$ cat src/logic/cmc_map.svh
`ifndef CMC_MAP_SVH
`define CMC_MAP_SVH

// Register indices on the byte-wide register port.
`define CMC_ADDR_MODE        8'h00
`define CMC_ADDR_CMD         8'h01
`define CMC_ADDR_STATUS      8'h1F

// Mode control field positions.
`define CMC_MOD_LOOPBACK     7
`define CMC_MOD_RSVD_SIX     6
`define CMC_MOD_POLARITY     5
`define CMC_MOD_SLEEP        4
`define CMC_MOD_RSVD_THREE   3
`define CMC_MOD_SELF_TEST    2
`define CMC_MOD_LISTEN_ONLY  1
`define CMC_MOD_RESET_MODE   0

// Command strobe field positions; bits 7 to 5 do nothing.
`define CMC_CMD_SELF_RX      4
`define CMC_CMD_CLR_OVERRUN  3
`define CMC_CMD_RELEASE      2
`define CMC_CMD_ABORT        1
`define CMC_CMD_TX_REQ       0

// Status field positions of the local status register.
`define CMC_ST_OVERRUN       0
`define CMC_ST_BUS_ON        1
`define CMC_ST_ASLEEP        2
`define CMC_ST_RX_LOCKED     3
`define CMC_ST_BUSOFF_CAUSE  4

// Reset value of mode control: only reset mode set.
`define CMC_MODE_RESET_VAL   8'h01

// Recessive bits in one bus-free sequence.
`define CMC_BUS_FREE_BITS    4'hB
// Bus-free sequences needed after bus-off.
`define CMC_BUSOFF_SEQS      8'h80
// Cycles after a release before the receive side may update.
`define CMC_RELEASE_GAP      2'h2

`endif

$ cat src/logic/cmc_pkg.sv
package cmc_pkg;

    // Sleep state machine, one-hot.
    typedef enum logic [2:0] {
        CMC_AWAKE     = 3'h1,
        CMC_ASLEEP    = 3'h2,
        CMC_RX_LOCKED = 3'h4
    } cmc_sleep_e;

    typedef logic [7:0] cmc_byte_t;

endpackage

$ cat src/logic/cmc_mode_ctrl.sv
// Local design decision: the address-and-strobe port.
`timescale 1ns/100ps
`include "cmc_map.svh"
// Overview of operation
// - Loopback copies receive pin to transmit pin.
// - Loopback ignores receive polarity.
// - Polarity bit selects which level is dominant.
// - Reserved mode bits read back zero.
// - Sleep only if requested, no interrupt, quiet.
// - Sleep refused by busy state raises wake-up.
// - Wake on clear or activity, raise wake-up.
// - After activity wake, wait eleven recessive bits.
// - No sleep in reset mode, nor before bus-free.
// - Self test succeeds without acknowledge.
// - Listen-only: no ack, no flags, counters hold.
// - Listen-only is error passive, never transmits.
// - Protected mode bits written only in reset.
// - Reset mode aborts frames; clearing resumes operation.
// - Hardware reset and bus-off set reset mode.
// - Bus-on after one or 128 bus-free sequences.
// - Command register write-only, top three reserved.
// - Self reception transmits and receives together.
// - Clear overrun command clears overrun flag.
// - Release command frees current receive message.
// - Abort cancels a pending, unstarted transmission.
// - Transmit request sends the buffered message.
// - Request with abort means single shot.
// - Two cycles after release before receive update.
module cmc_mode_ctrl
    import cmc_pkg::*;
#(
    parameter int ADDR_W = 8
) (
    input  wire logic              CLK_I,
    input  wire logic              RSTN_I,
    input  wire logic [ADDR_W-1:0] ADDR_I,
    input  wire logic [7:0]        WDATA_I,
    input  wire logic              WR_I,
    input  wire logic              RD_I,
    output logic      [7:0]        RDATA_O,
    input  wire logic              BUS_RX_PIN_I,
    output logic                   BUS_TX_PIN_O,
    input  wire logic              CORE_TXD_I,
    input  wire logic              BIT_TICK_I,
    input  wire logic              BUS_OFF_I,
    input  wire logic              IRQ_PENDING_I,
    input  wire logic              FRAME_DONE_I,
    input  wire logic              ACK_SEEN_I,
    input  wire logic              OVERRUN_I,
    output logic                   RX_DOMINANT_O,
    output logic                   RESET_MODE_O,
    output logic                   BUS_ON_O,
    output logic                   RX_ENABLE_O,
    output logic                   SLEEP_O,
    output logic                   WAKE_IRQ_O,
    output logic                   ACK_ENABLE_O,
    output logic                   ERR_FLAG_ENABLE_O,
    output logic                   ERR_COUNT_HOLD_O,
    output logic                   TX_ALLOW_O,
    output logic                   TX_OK_O,
    output logic                   TX_REQ_O,
    output logic                   SELF_RX_O,
    output logic                   SINGLE_SHOT_O,
    output logic                   ABORT_O,
    output logic                   RELEASE_O,
    output logic                   RX_UPDATE_OK_O
);

    // Decoded register strobes.
    logic       wr_mode;      // Write to mode control.
    logic       wr_cmd;       // Write to command strobe.
    logic       rd_mode;      // Read of mode control.
    logic       rd_status;    // Read of local status.
    // Stored mode bits.
    logic       loopback_test_bit;
    logic       rx_polarity_bit;
    logic       sleep_request_bit;
    logic       self_test_bit;
    logic       listen_only_bit;
    logic       reset_mode_bit;
    // Bus observation.
    logic       rx_dom;       // Receive pin seen as dominant.
    logic [3:0] recessive_cnt_reg;
    logic       bus_free_reg; // One-cycle pulse per bus-free sequence.
    logic       free_seen_reg;// Bus-free seen since reset mode left.
    // Bus-on recovery.
    logic       busoff_cause_reg;
    logic       bus_off_d_reg;
    logic [7:0] seq_left_reg;
    // Sleep control.
    cmc_sleep_e sleep_state_reg;
    logic       sleep_refused;// Sleep request meets a busy controller.
    // Command release gap and overrun flag.
    logic [1:0] gap_cnt_reg;
    logic       overrun_reg;
    logic       cmd_tx;       // Any request to send.
    // Typed copy of the reset value, so that one bit of it can be picked.
    localparam cmc_byte_t mode_rst_val = `CMC_MODE_RESET_VAL;

    // Register address decode, shared by reads and writes.
    function automatic logic addr_is(input logic [ADDR_W-1:0] a,
                                     input logic [7:0]        idx);
        return a == ADDR_W'(idx);
    endfunction

    assign wr_mode   = WR_I && addr_is(ADDR_I, `CMC_ADDR_MODE);
    assign wr_cmd    = WR_I && addr_is(ADDR_I, `CMC_ADDR_CMD);
    assign rd_mode   = RD_I && addr_is(ADDR_I, `CMC_ADDR_MODE);
    assign rd_status = RD_I && addr_is(ADDR_I, `CMC_ADDR_STATUS);
    // Polarity: dominant is high when the bit is one, low otherwise.
    assign rx_dom    = rx_polarity_bit ? BUS_RX_PIN_I
                                       : !BUS_RX_PIN_I;
    assign cmd_tx    = WDATA_I[`CMC_CMD_TX_REQ] ||
                       WDATA_I[`CMC_CMD_SELF_RX];
    // A sleep request while work is pending is turned into a wake-up.
    assign sleep_refused = IRQ_PENDING_I || rx_dom;

    // Protected mode bits take a write only if reset mode already held.
    always_ff @(posedge CLK_I or negedge RSTN_I) begin
        if (!RSTN_I) begin
            loopback_test_bit <= 1'b0;
            rx_polarity_bit   <= 1'b0;
            self_test_bit     <= 1'b0;
            listen_only_bit   <= 1'b0;
        end else if (wr_mode && reset_mode_bit) begin
            // Bit six is accepted but has no function and reads zero.
            loopback_test_bit <= WDATA_I[`CMC_MOD_LOOPBACK];
            rx_polarity_bit   <= WDATA_I[`CMC_MOD_POLARITY];
            self_test_bit     <= WDATA_I[`CMC_MOD_SELF_TEST];
            listen_only_bit   <= WDATA_I[`CMC_MOD_LISTEN_ONLY];
        end
    end

    // Reset mode: set by hardware reset and a new bus-off, else as written.
    always_ff @(posedge CLK_I or negedge RSTN_I) begin
        if (!RSTN_I) begin
            reset_mode_bit <= mode_rst_val[`CMC_MOD_RESET_MODE];
        end else if (BUS_OFF_I && !bus_off_d_reg) begin
            // Bus-off wins over a simultaneous software clear.
            reset_mode_bit <= 1'b1;
        end else if (wr_mode) begin
            reset_mode_bit <= WDATA_I[`CMC_MOD_RESET_MODE];
        end
    end

    // Remember what put the block into reset mode.
    always_ff @(posedge CLK_I or negedge RSTN_I) begin
        if (!RSTN_I) begin
            bus_off_d_reg    <= 1'b0;
            busoff_cause_reg <= 1'b0;
        end else begin
            bus_off_d_reg <= BUS_OFF_I;
            if (BUS_OFF_I && !bus_off_d_reg) begin
                busoff_cause_reg <= 1'b1;
            end else if (wr_mode && WDATA_I[`CMC_MOD_RESET_MODE] &&
                         !reset_mode_bit) begin
                // A software-initiated reset needs only one sequence.
                busoff_cause_reg <= 1'b0;
            end
        end
    end

    // Count recessive bits at each bit tick; eleven make a bus-free.
    always_ff @(posedge CLK_I or negedge RSTN_I) begin
        if (!RSTN_I) begin
            recessive_cnt_reg <= 4'h0;
            bus_free_reg      <= 1'b0;
        end else begin
            bus_free_reg <= 1'b0;
            if (BIT_TICK_I) begin
                if (rx_dom) begin
                    recessive_cnt_reg <= 4'h0;
                end else if (recessive_cnt_reg ==
                             `CMC_BUS_FREE_BITS - 4'h1) begin
                    recessive_cnt_reg <= 4'h0;
                    bus_free_reg      <= 1'b1;
                end else begin
                    recessive_cnt_reg <= recessive_cnt_reg + 4'h1;
                end
            end
        end
    end

    // Bus-on recovery: armed while in reset mode, counts sequences after.
    always_ff @(posedge CLK_I or negedge RSTN_I) begin
        if (!RSTN_I) begin
            seq_left_reg <= 8'h01;
            BUS_ON_O     <= 1'b0;
        end else if (reset_mode_bit) begin
            // Reload the wait for the cause that is in force now.
            seq_left_reg <= busoff_cause_reg ? `CMC_BUSOFF_SEQS
                                             : 8'h01;
            BUS_ON_O     <= 1'b0;
        end else if (!BUS_ON_O && bus_free_reg) begin
            seq_left_reg <= seq_left_reg - 8'h01;
            BUS_ON_O     <= (seq_left_reg == 8'h01);
        end
    end

    // Sleep is allowed only after a bus-free outside reset mode.
    always_ff @(posedge CLK_I or negedge RSTN_I) begin
        if (!RSTN_I) begin
            free_seen_reg <= 1'b0;
        end else if (reset_mode_bit) begin
            free_seen_reg <= 1'b0;
        end else if (bus_free_reg) begin
            free_seen_reg <= 1'b1;
        end
    end

    // Sleep request bit and sleep state machine.
    always_ff @(posedge CLK_I or negedge RSTN_I) begin
        if (!RSTN_I) begin
            sleep_request_bit <= 1'b0;
            sleep_state_reg   <= CMC_AWAKE;
            WAKE_IRQ_O        <= 1'b0;
        end else begin
            WAKE_IRQ_O <= 1'b0;
            if (wr_mode) begin
                // Refused in reset mode and until bus-free is seen.
                sleep_request_bit <= WDATA_I[`CMC_MOD_SLEEP] &&
                                     !reset_mode_bit &&
                                     free_seen_reg;
            end
            case (sleep_state_reg)
                CMC_AWAKE: begin
                    if (sleep_request_bit && !reset_mode_bit) begin
                        if (sleep_refused) begin
                            sleep_request_bit <= 1'b0;
                            WAKE_IRQ_O        <= 1'b1;
                        end else begin
                            sleep_state_reg <= CMC_ASLEEP;
                        end
                    end
                end
                CMC_ASLEEP: begin
                    if (rx_dom) begin
                        // Activity wakes us mid-frame: that frame is lost.
                        sleep_request_bit <= 1'b0;
                        WAKE_IRQ_O        <= 1'b1;
                        sleep_state_reg   <= CMC_RX_LOCKED;
                    end else if (!sleep_request_bit || reset_mode_bit) begin
                        WAKE_IRQ_O      <= 1'b1;
                        sleep_state_reg <= CMC_AWAKE;
                    end
                end
                CMC_RX_LOCKED: begin
                    if (bus_free_reg) begin
                        sleep_state_reg <= CMC_AWAKE;
                    end
                end
                default: begin
                    sleep_state_reg <= CMC_AWAKE;
                end
            endcase
        end
    end

    // Transmit pin: loopback mirrors the raw pin, polarity not applied.
    always_ff @(posedge CLK_I or negedge RSTN_I) begin
        if (!RSTN_I) begin
            BUS_TX_PIN_O <= 1'b1;
        end else if (loopback_test_bit) begin
            BUS_TX_PIN_O <= BUS_RX_PIN_I;
        end else begin
            BUS_TX_PIN_O <= CORE_TXD_I;
        end
    end

    // Mode levels towards the protocol engine.
    always_ff @(posedge CLK_I or negedge RSTN_I) begin
        if (!RSTN_I) begin
            RX_DOMINANT_O     <= 1'b0;
            RESET_MODE_O      <= 1'b1;
            RX_ENABLE_O       <= 1'b0;
            SLEEP_O           <= 1'b0;
            ACK_ENABLE_O      <= 1'b0;
            ERR_FLAG_ENABLE_O <= 1'b0;
            ERR_COUNT_HOLD_O  <= 1'b1;
            TX_ALLOW_O        <= 1'b0;
        end else begin
            RX_DOMINANT_O     <= rx_dom;
            // Reset mode aborts any frame in flight.
            RESET_MODE_O      <= reset_mode_bit;
            RX_ENABLE_O       <= BUS_ON_O && !reset_mode_bit &&
                                 sleep_state_reg == CMC_AWAKE;
            SLEEP_O           <= sleep_state_reg == CMC_ASLEEP;
            ACK_ENABLE_O      <= !listen_only_bit;
            // Listen-only acts as error passive: no active flags.
            ERR_FLAG_ENABLE_O <= !listen_only_bit;
            ERR_COUNT_HOLD_O  <= listen_only_bit || reset_mode_bit;
            TX_ALLOW_O        <= !listen_only_bit && BUS_ON_O &&
                                 !reset_mode_bit;
        end
    end

    // Success needs an acknowledge unless self test is on.
    always_ff @(posedge CLK_I or negedge RSTN_I) begin
        if (!RSTN_I) begin
            TX_OK_O <= 1'b0;
        end else begin
            TX_OK_O <= FRAME_DONE_I &&
                       (ACK_SEEN_I || self_test_bit);
        end
    end

    // Commands become one-cycle pulses; nothing is stored.
    always_ff @(posedge CLK_I or negedge RSTN_I) begin
        if (!RSTN_I) begin
            TX_REQ_O      <= 1'b0;
            SELF_RX_O     <= 1'b0;
            SINGLE_SHOT_O <= 1'b0;
            ABORT_O       <= 1'b0;
            RELEASE_O     <= 1'b0;
        end else begin
            // Listen-only drops send requests altogether.
            TX_REQ_O      <= wr_cmd && cmd_tx &&
                             !listen_only_bit;
            // Self reception is ignored when a plain request comes too.
            SELF_RX_O     <= wr_cmd && !listen_only_bit &&
                             WDATA_I[`CMC_CMD_SELF_RX] &&
                             !WDATA_I[`CMC_CMD_TX_REQ];
            SINGLE_SHOT_O <= wr_cmd && cmd_tx && !listen_only_bit &&
                             WDATA_I[`CMC_CMD_ABORT];
            // The engine drops the abort once the frame has started.
            ABORT_O       <= wr_cmd && WDATA_I[`CMC_CMD_ABORT] &&
                             !cmd_tx;
            RELEASE_O     <= wr_cmd && WDATA_I[`CMC_CMD_RELEASE];
        end
    end

    // Release gap: receive side may not update for two cycles.
    always_ff @(posedge CLK_I or negedge RSTN_I) begin
        if (!RSTN_I) begin
            gap_cnt_reg    <= 2'h0;
            RX_UPDATE_OK_O <= 1'b1;
        end else begin
            if (wr_cmd && WDATA_I[`CMC_CMD_RELEASE]) begin
                gap_cnt_reg <= `CMC_RELEASE_GAP;
            end else if (gap_cnt_reg != 2'h0) begin
                gap_cnt_reg <= gap_cnt_reg - 2'h1;
            end
            RX_UPDATE_OK_O <= !(wr_cmd && WDATA_I[`CMC_CMD_RELEASE]) &&
                              gap_cnt_reg <= 2'h1;
        end
    end

    // Overrun flag: a new overrun wins over a clear in the same cycle.
    always_ff @(posedge CLK_I or negedge RSTN_I) begin
        if (!RSTN_I) begin
            overrun_reg <= 1'b0;
        end else if (OVERRUN_I) begin
            overrun_reg <= 1'b1;
        end else if (wr_cmd && WDATA_I[`CMC_CMD_CLR_OVERRUN]) begin
            overrun_reg <= 1'b0;
        end
    end

    // Read data stand only in the cycle after the read strobe.
    always_ff @(posedge CLK_I or negedge RSTN_I) begin
        if (!RSTN_I) begin
            RDATA_O <= 8'h00;
        end else if (rd_mode) begin
            // Reserved bits six and three always read zero.
            RDATA_O <= {loopback_test_bit, 1'b0, rx_polarity_bit,
                        sleep_request_bit, 1'b0, self_test_bit,
                        listen_only_bit, reset_mode_bit};
        end else if (rd_status) begin
            RDATA_O <= {3'h0, busoff_cause_reg,
                        sleep_state_reg == CMC_RX_LOCKED,
                        sleep_state_reg == CMC_ASLEEP,
                        BUS_ON_O, overrun_reg};
        end else begin
            // Command strobe is write-only and reads zero.
            RDATA_O <= 8'h00;
        end
    end
endmodule

$ cat config.mk
export PLATFORM = sky130hd
export DESIGN_NAME = cmc_mode_ctrl
export DESIGN_NICKNAME = d
export VERILOG_FILES = /design/src/logic/cmc_pkg.sv /design/src/logic/cmc_mode_ctrl.sv
export VERILOG_INCLUDE_DIRS = /design/src /design/src/logic
export SDC_FILE = /design/constraint.sdc
export NUM_CORES = 1
export LEC_CHECK = 0
export ABC_AREA = 1
export BUFFER_PORTS_ARGS = -buffer_cell sky130_fd_sc_hd__clkbuf_2
export CELL_PAD_IN_SITES_DETAIL_PLACEMENT = 1
export CELL_PAD_IN_SITES_GLOBAL_PLACEMENT = 2
export CORE_UTILIZATION = 34
export CTS_CLUSTER_DIAMETER = 30
export DETAILED_ROUTE_END_ITERATION = 8
export GPL_TIMING_DRIVEN = 0
export PLACE_DENSITY_LB_ADDON = 0.08
export SYNTH_ARGS = -nofsm -noshare
export SYNTH_HDL_FRONTEND = slang
export SYNTH_SLANG_ARGS = --single-unit
$ cat constraint.sdc
create_clock -name CLK_I -period 3.7 [get_ports CLK_I]
set_clock_uncertainty 0.15 [all_clocks]
set_input_delay 0.74 -clock CLK_I [delete_from_list [all_inputs] [get_ports CLK_I]]
set_output_delay 0.74 -clock CLK_I [all_outputs]
set_load 0.01 [all_outputs]
Word level (Yosys, flattened, before mapping) --
Index checks and enable logic that the tools add are counted.
Cells by class: add/subtract/negate cells 3, magnitude comparators 1, equal/unequal tests 11, muxes and demuxes 40, reduce and logical (&&, ||, !) cells 51
Operators with widths (count):
- 8-bit 2-to-1 mux | 4
- 1-bit logical AND | 28
- 1-bit 2-to-1 mux | 23
- 8-bit by 1-bit == test with 1-bit output (second input constant) | 2
- 3-bit 2-to-1 mux | 5
- 2-bit nonzero test | 7
- 1-bit logical NOT | 9
- 3-bit case mux with 3 select lines | 1
- 8-bit by 5-bit == test with 1-bit output (second input constant) | 1
- 8-bit logical NOT | 1
- 4-bit 2-to-1 mux | 2
- 8-bit by 1-bit subtractor with 8-bit output (second input constant) | 1
- 2-bit != test (second input constant) | 3
- 1-bit logical OR | 5
- 5-bit 2-to-1 mux | 1
- 4-bit by 1-bit adder with 4-bit output (second input constant) | 1
- 4-bit == test (second input constant) | 1
- 2-bit 2-to-1 mux | 2
- 1-bit case mux with 2 select lines | 2
- 4-bit AND reduction | 1
- 3-bit by 1-bit == test with 1-bit output (second input constant) | 1
- 3-bit by 2-bit == test with 1-bit output (second input constant) | 1
- 3-bit == test (second input constant) | 1
- 3-bit != test (second input constant) | 1
- other kinds (2) | 2
Word-level totals: register bits 53, word-level logic and storage cells 139

Longest topological paths before layout --
word-level depth 7, mapped depth 8, depth with buffers taken out 8

Worst setup path before layout --
Ideal clock, no wire load.
path type input to register, from in ADDR_I[4], to reg self_test_bit, library setup time 0.123 ns, arrival time 1.377 ns, path slack 2.050 ns, cell stages on the path 6, cells stage by stage nor2_1 > nand2_2 > nor2_4 > nand2_4 > o21ai_0 > nand2_1
Between the ends: word-level cells in the longest chain between the ends 3
RTL lines:
- start, declared | line cmc_mode_ctrl.sv:36 | input wire logic [ADDR_W-1:0] ADDR_I,
- 8-bit logical NOT | line cmc_mode_ctrl.sv:103 | return a == ADDR_W'(idx);
- 1-bit logical AND | line cmc_mode_ctrl.sv:106 | assign wr_mode = WR_I && addr_is(ADDR_I, `CMC_ADDR_MODE);
- 1-bit logical AND | line cmc_mode_ctrl.sv:125 | end else if (wr_mode && reset_mode_bit) begin
- end signal, assigned | line cmc_mode_ctrl.sv:129 | self_test_bit <= WDATA_I[`CMC_MOD_SELF_TEST];
- end, declared | line cmc_mode_ctrl.sv:78 | logic self_test_bit;
Every way passes these cells. A chain may end at the register's enable or synchronous reset.

Final worst setup path --
from reg BUS_ON_O, to out BUS_ON_O
RTL lines:
- start, declared | line cmc_mode_ctrl.sv:52 | output logic BUS_ON_O,
- start signal, assigned | line cmc_mode_ctrl.sv:196 | BUS_ON_O <= (seq_left_reg == 8'h01);
No word-level cell between the ends.

==> results.toml <==
[run_status]
status = "complete, no violations"

[global_routing]
grt_pass1_wl_um = 9550
grt_usage_pct = 16.5
grt_overflow = 0
grt_max_degree = 53
antenna_found_initial = 0
grt_pass1_vias = 2057

[setup_path]
critPathMaxStageDelay_ns = 0.48
critPathTopFamily = "flip-flops"
cp-start-kind = "flip-flop"
crit_chain = "clkbuf_2"
cpMaxStageDelayCell = "dfrtp_1"
path_buf_inv = 1
required_ns = 2.81
r2r-end = "sleep_request_bit"
crit_fanout = 5
arrival_ns = 0.97
cp-end-kind = "output port"
critPathKind = "reg -> out"
r2r_start = "reset_mode_bit"
r2r_setup_slack_ns = 2.18
reg2reg_depth = 7

[layout]
final_nets = 358
drive_above_1_share_pct = 27.1
area_growth_syn_to_layout_pct = 19.9
antenna_cells = 0
layout.cells.non_filler = 421
largest_reg_flops = 8

[sta]
finalCriticalPeriod_ns = 1.86
rsz0062_at_grt = "false"
post-route-period-util_pct = 50.1
setup_viol = 0
tns_ns = 0
hold_viol = 0
slew_headroom_pct = 64.9
tightest_slew_ns = 0.527
fmax_mhz = 539
hold-worst-slack_ns = 0.227
finalMaxSlewViolations = 0
setup_ws_ns = 1.84

[cts]
cts_root_buf = "clkbuf_8"
htree_levels = 2
worstSkewPairLatency_ns = 0.31
postCtsSetupBuffers = 0
cts_resized = 0
numCtsBuffers = 5
path_clk_slew_ns = 0.10
cts_hold_buf = 0
clk_path_buf_depth = 2
clkSinkCount = 52
cts_tree = "built"

[logic_synthesis]
ys_ff_latch = 52
synth-main-ff-cell = "dfrtp_1"
yosysTopAreaCellShare_pct = 46.5
yosysMostFrequentCell = "nand2_1"
syn_area_um2 = 2420
synth_edf_count = 0
synth_cell_type_count = 34
avgSynthCellArea_um2 = 9.14
synthTopCellsByArea = "dfrtp_1 47%, nand2_1 7.8%, dfstp_2 7.6%"
yosysSeqAreaShare_pct = 54.1
syn-num-nets = 299
synth_top_area_cell = "dfrtp_1"
synth_cells = 265
async_flop_share_pct = 100
ys_warn_count = 0
synth_common_cells = "50 x nand2_1, 45 x dfrtp_1, 44 x inv_1, 29 x nor2_1"

[detailed_routing]
wl_per_cell_um = 13.0
routed_wirelength_um = 5490
routed_via_density = 4.50
drt_iter0_drc = 31
ant_nets = 0
vias = 1895
drc = 0
first_pass_iters = 3

[place]
dpl_worst_slack_ns = 1.59
gp_congestion = 0.734
io_buffers = 51
placed_cells = 412
hpwl_um = 4220

[power]
finalPower_mw = 1.20
ir_drop_mv = 0.205
p_clk_share_pct = 27.3
seq_power_share_pct = 54.3
p_int_mw = 0.840
p_sw_mw = 0.362
p_per_area_nw_per_um2 = 414
combPwrFrac_pct = 18.4
p_sw_share_pct = 30.1
leakage_nw = 1.61

[worst_hold_path]
holdPathEnd = "RESET_MODE_O"
hold_path.startpoint = "reset_mode_bit"
holdPathStages = 0
hold_path_class = "reg -> reg"

[die]
core_um2 = 6830
pin_count = 54
initial_core_util_pct = 35.4
die_w_um = 86.4
dieArea_um2 = 7460
rows = 30
die_h_um = 86.4

[flow_run]
maxCapViolations = 0
==> cells by family (layout without fill, tap and decap cells) <==
group	after synthesis	count (layout)	synth area share (%)
AO/OA/AOI/OAI	32	32	7.60
other	1	1	0.155
buffers and inverters	49	109	8.53
XOR/XNOR	4	4	1.76
AND/OR/NAND/NOR	121	121	24.8
adder cells (fa/ha/maj)	6	6	3.10
flip-flops	52	52	54.1
==> how the worst max path moves through the flow <==
| stage | slack (ns) | cells after the start | endpoint | start |
|---|---|---|---|---|
| 6_report | 1.84 | 1 | BUS_ON_O | BUS_ON_O |
| 5_1_grt | 1.78 | 1 | BUS_ON_O | BUS_ON_O |
| 4_1_cts | 1.81 | 1 | BUS_ON_O | BUS_ON_O |
| 3_5_place_dp | 1.59 | 1 | RX_DOMINANT_O | RSTN_I |
| 3_3_place_gp | 1.57 | 1 | recessive_cnt_reg[1] | RSTN_I |
| 2_1_floorplan | 2.05 | 6 | self_test_bit | ADDR_I[4] |
==> stage by stage <==
stage	utilization (%)	cell area, µm²
2_1_floorplan	-	2420
3_3_place_gp	40.9	2800
3_5_place_dp	40.9	2800
4_1_cts	42.2	2880
5_1_grt	42.5	2900
6_report	42.5	2900
==> per-layer routing <==
metal	wire (µm)	vias to the layer above	part of all wire, %	global-route usage [%]
met5	0	-	0	0
met4	69	0	1.3	5.00
met3	179	7	3.3	3.43
met2	2670	30	49	28.1
met1	2570	914	47	21.1
li1	-	944	-	-
==> final cells by class <==
class                      instances  area (µm²)
clock inverter                     3        18.8
tap                               96         120
buffer                             4        37.5
timing repair buffer              52         275
multi-input combinational        164         905
inverter                          45         169
fill                             820        3930
sequential                        52        1310
clock buffer                       5        68.8
==> cells in the final DEF, fill, tap and decap left out, types with 2 or more instances in the layout <==
cell type,count
nand2_4,2
ha_1,6
nand2_2,3
nor3_4,2
o21a_1,2
buf_6,2
inv_1,44
nor2_2,2
nand2_1,50
xor2_1,2
o21ai_0,15
nor2_1,29
buf_4,2
nand4_1,7
nand3_1,15
clkinv_2,2
dfrtp_1,45
a21oi_1,7
o21ai_1,4
nand3b_1,2
clkbuf_8,5
nor3_2,2
clkbuf_2,50
dfstp_2,7
nor3_1,3
==> power by group through the flow <==
stage | sequential, mW | combinational [mW] | clock [mW]
floorplan | 0.665 | 0.143 | 0
global placement | 0.664 | 0.217 | 0
detailed placement | 0.665 | 0.223 | 0
CTS | 0.654 | 0.224 | 0.344
global route | 0.660 | 0.261 | 0.359
finish | 0.653 | 0.221 | 0.329
Power figures use the tool's default switching activity.
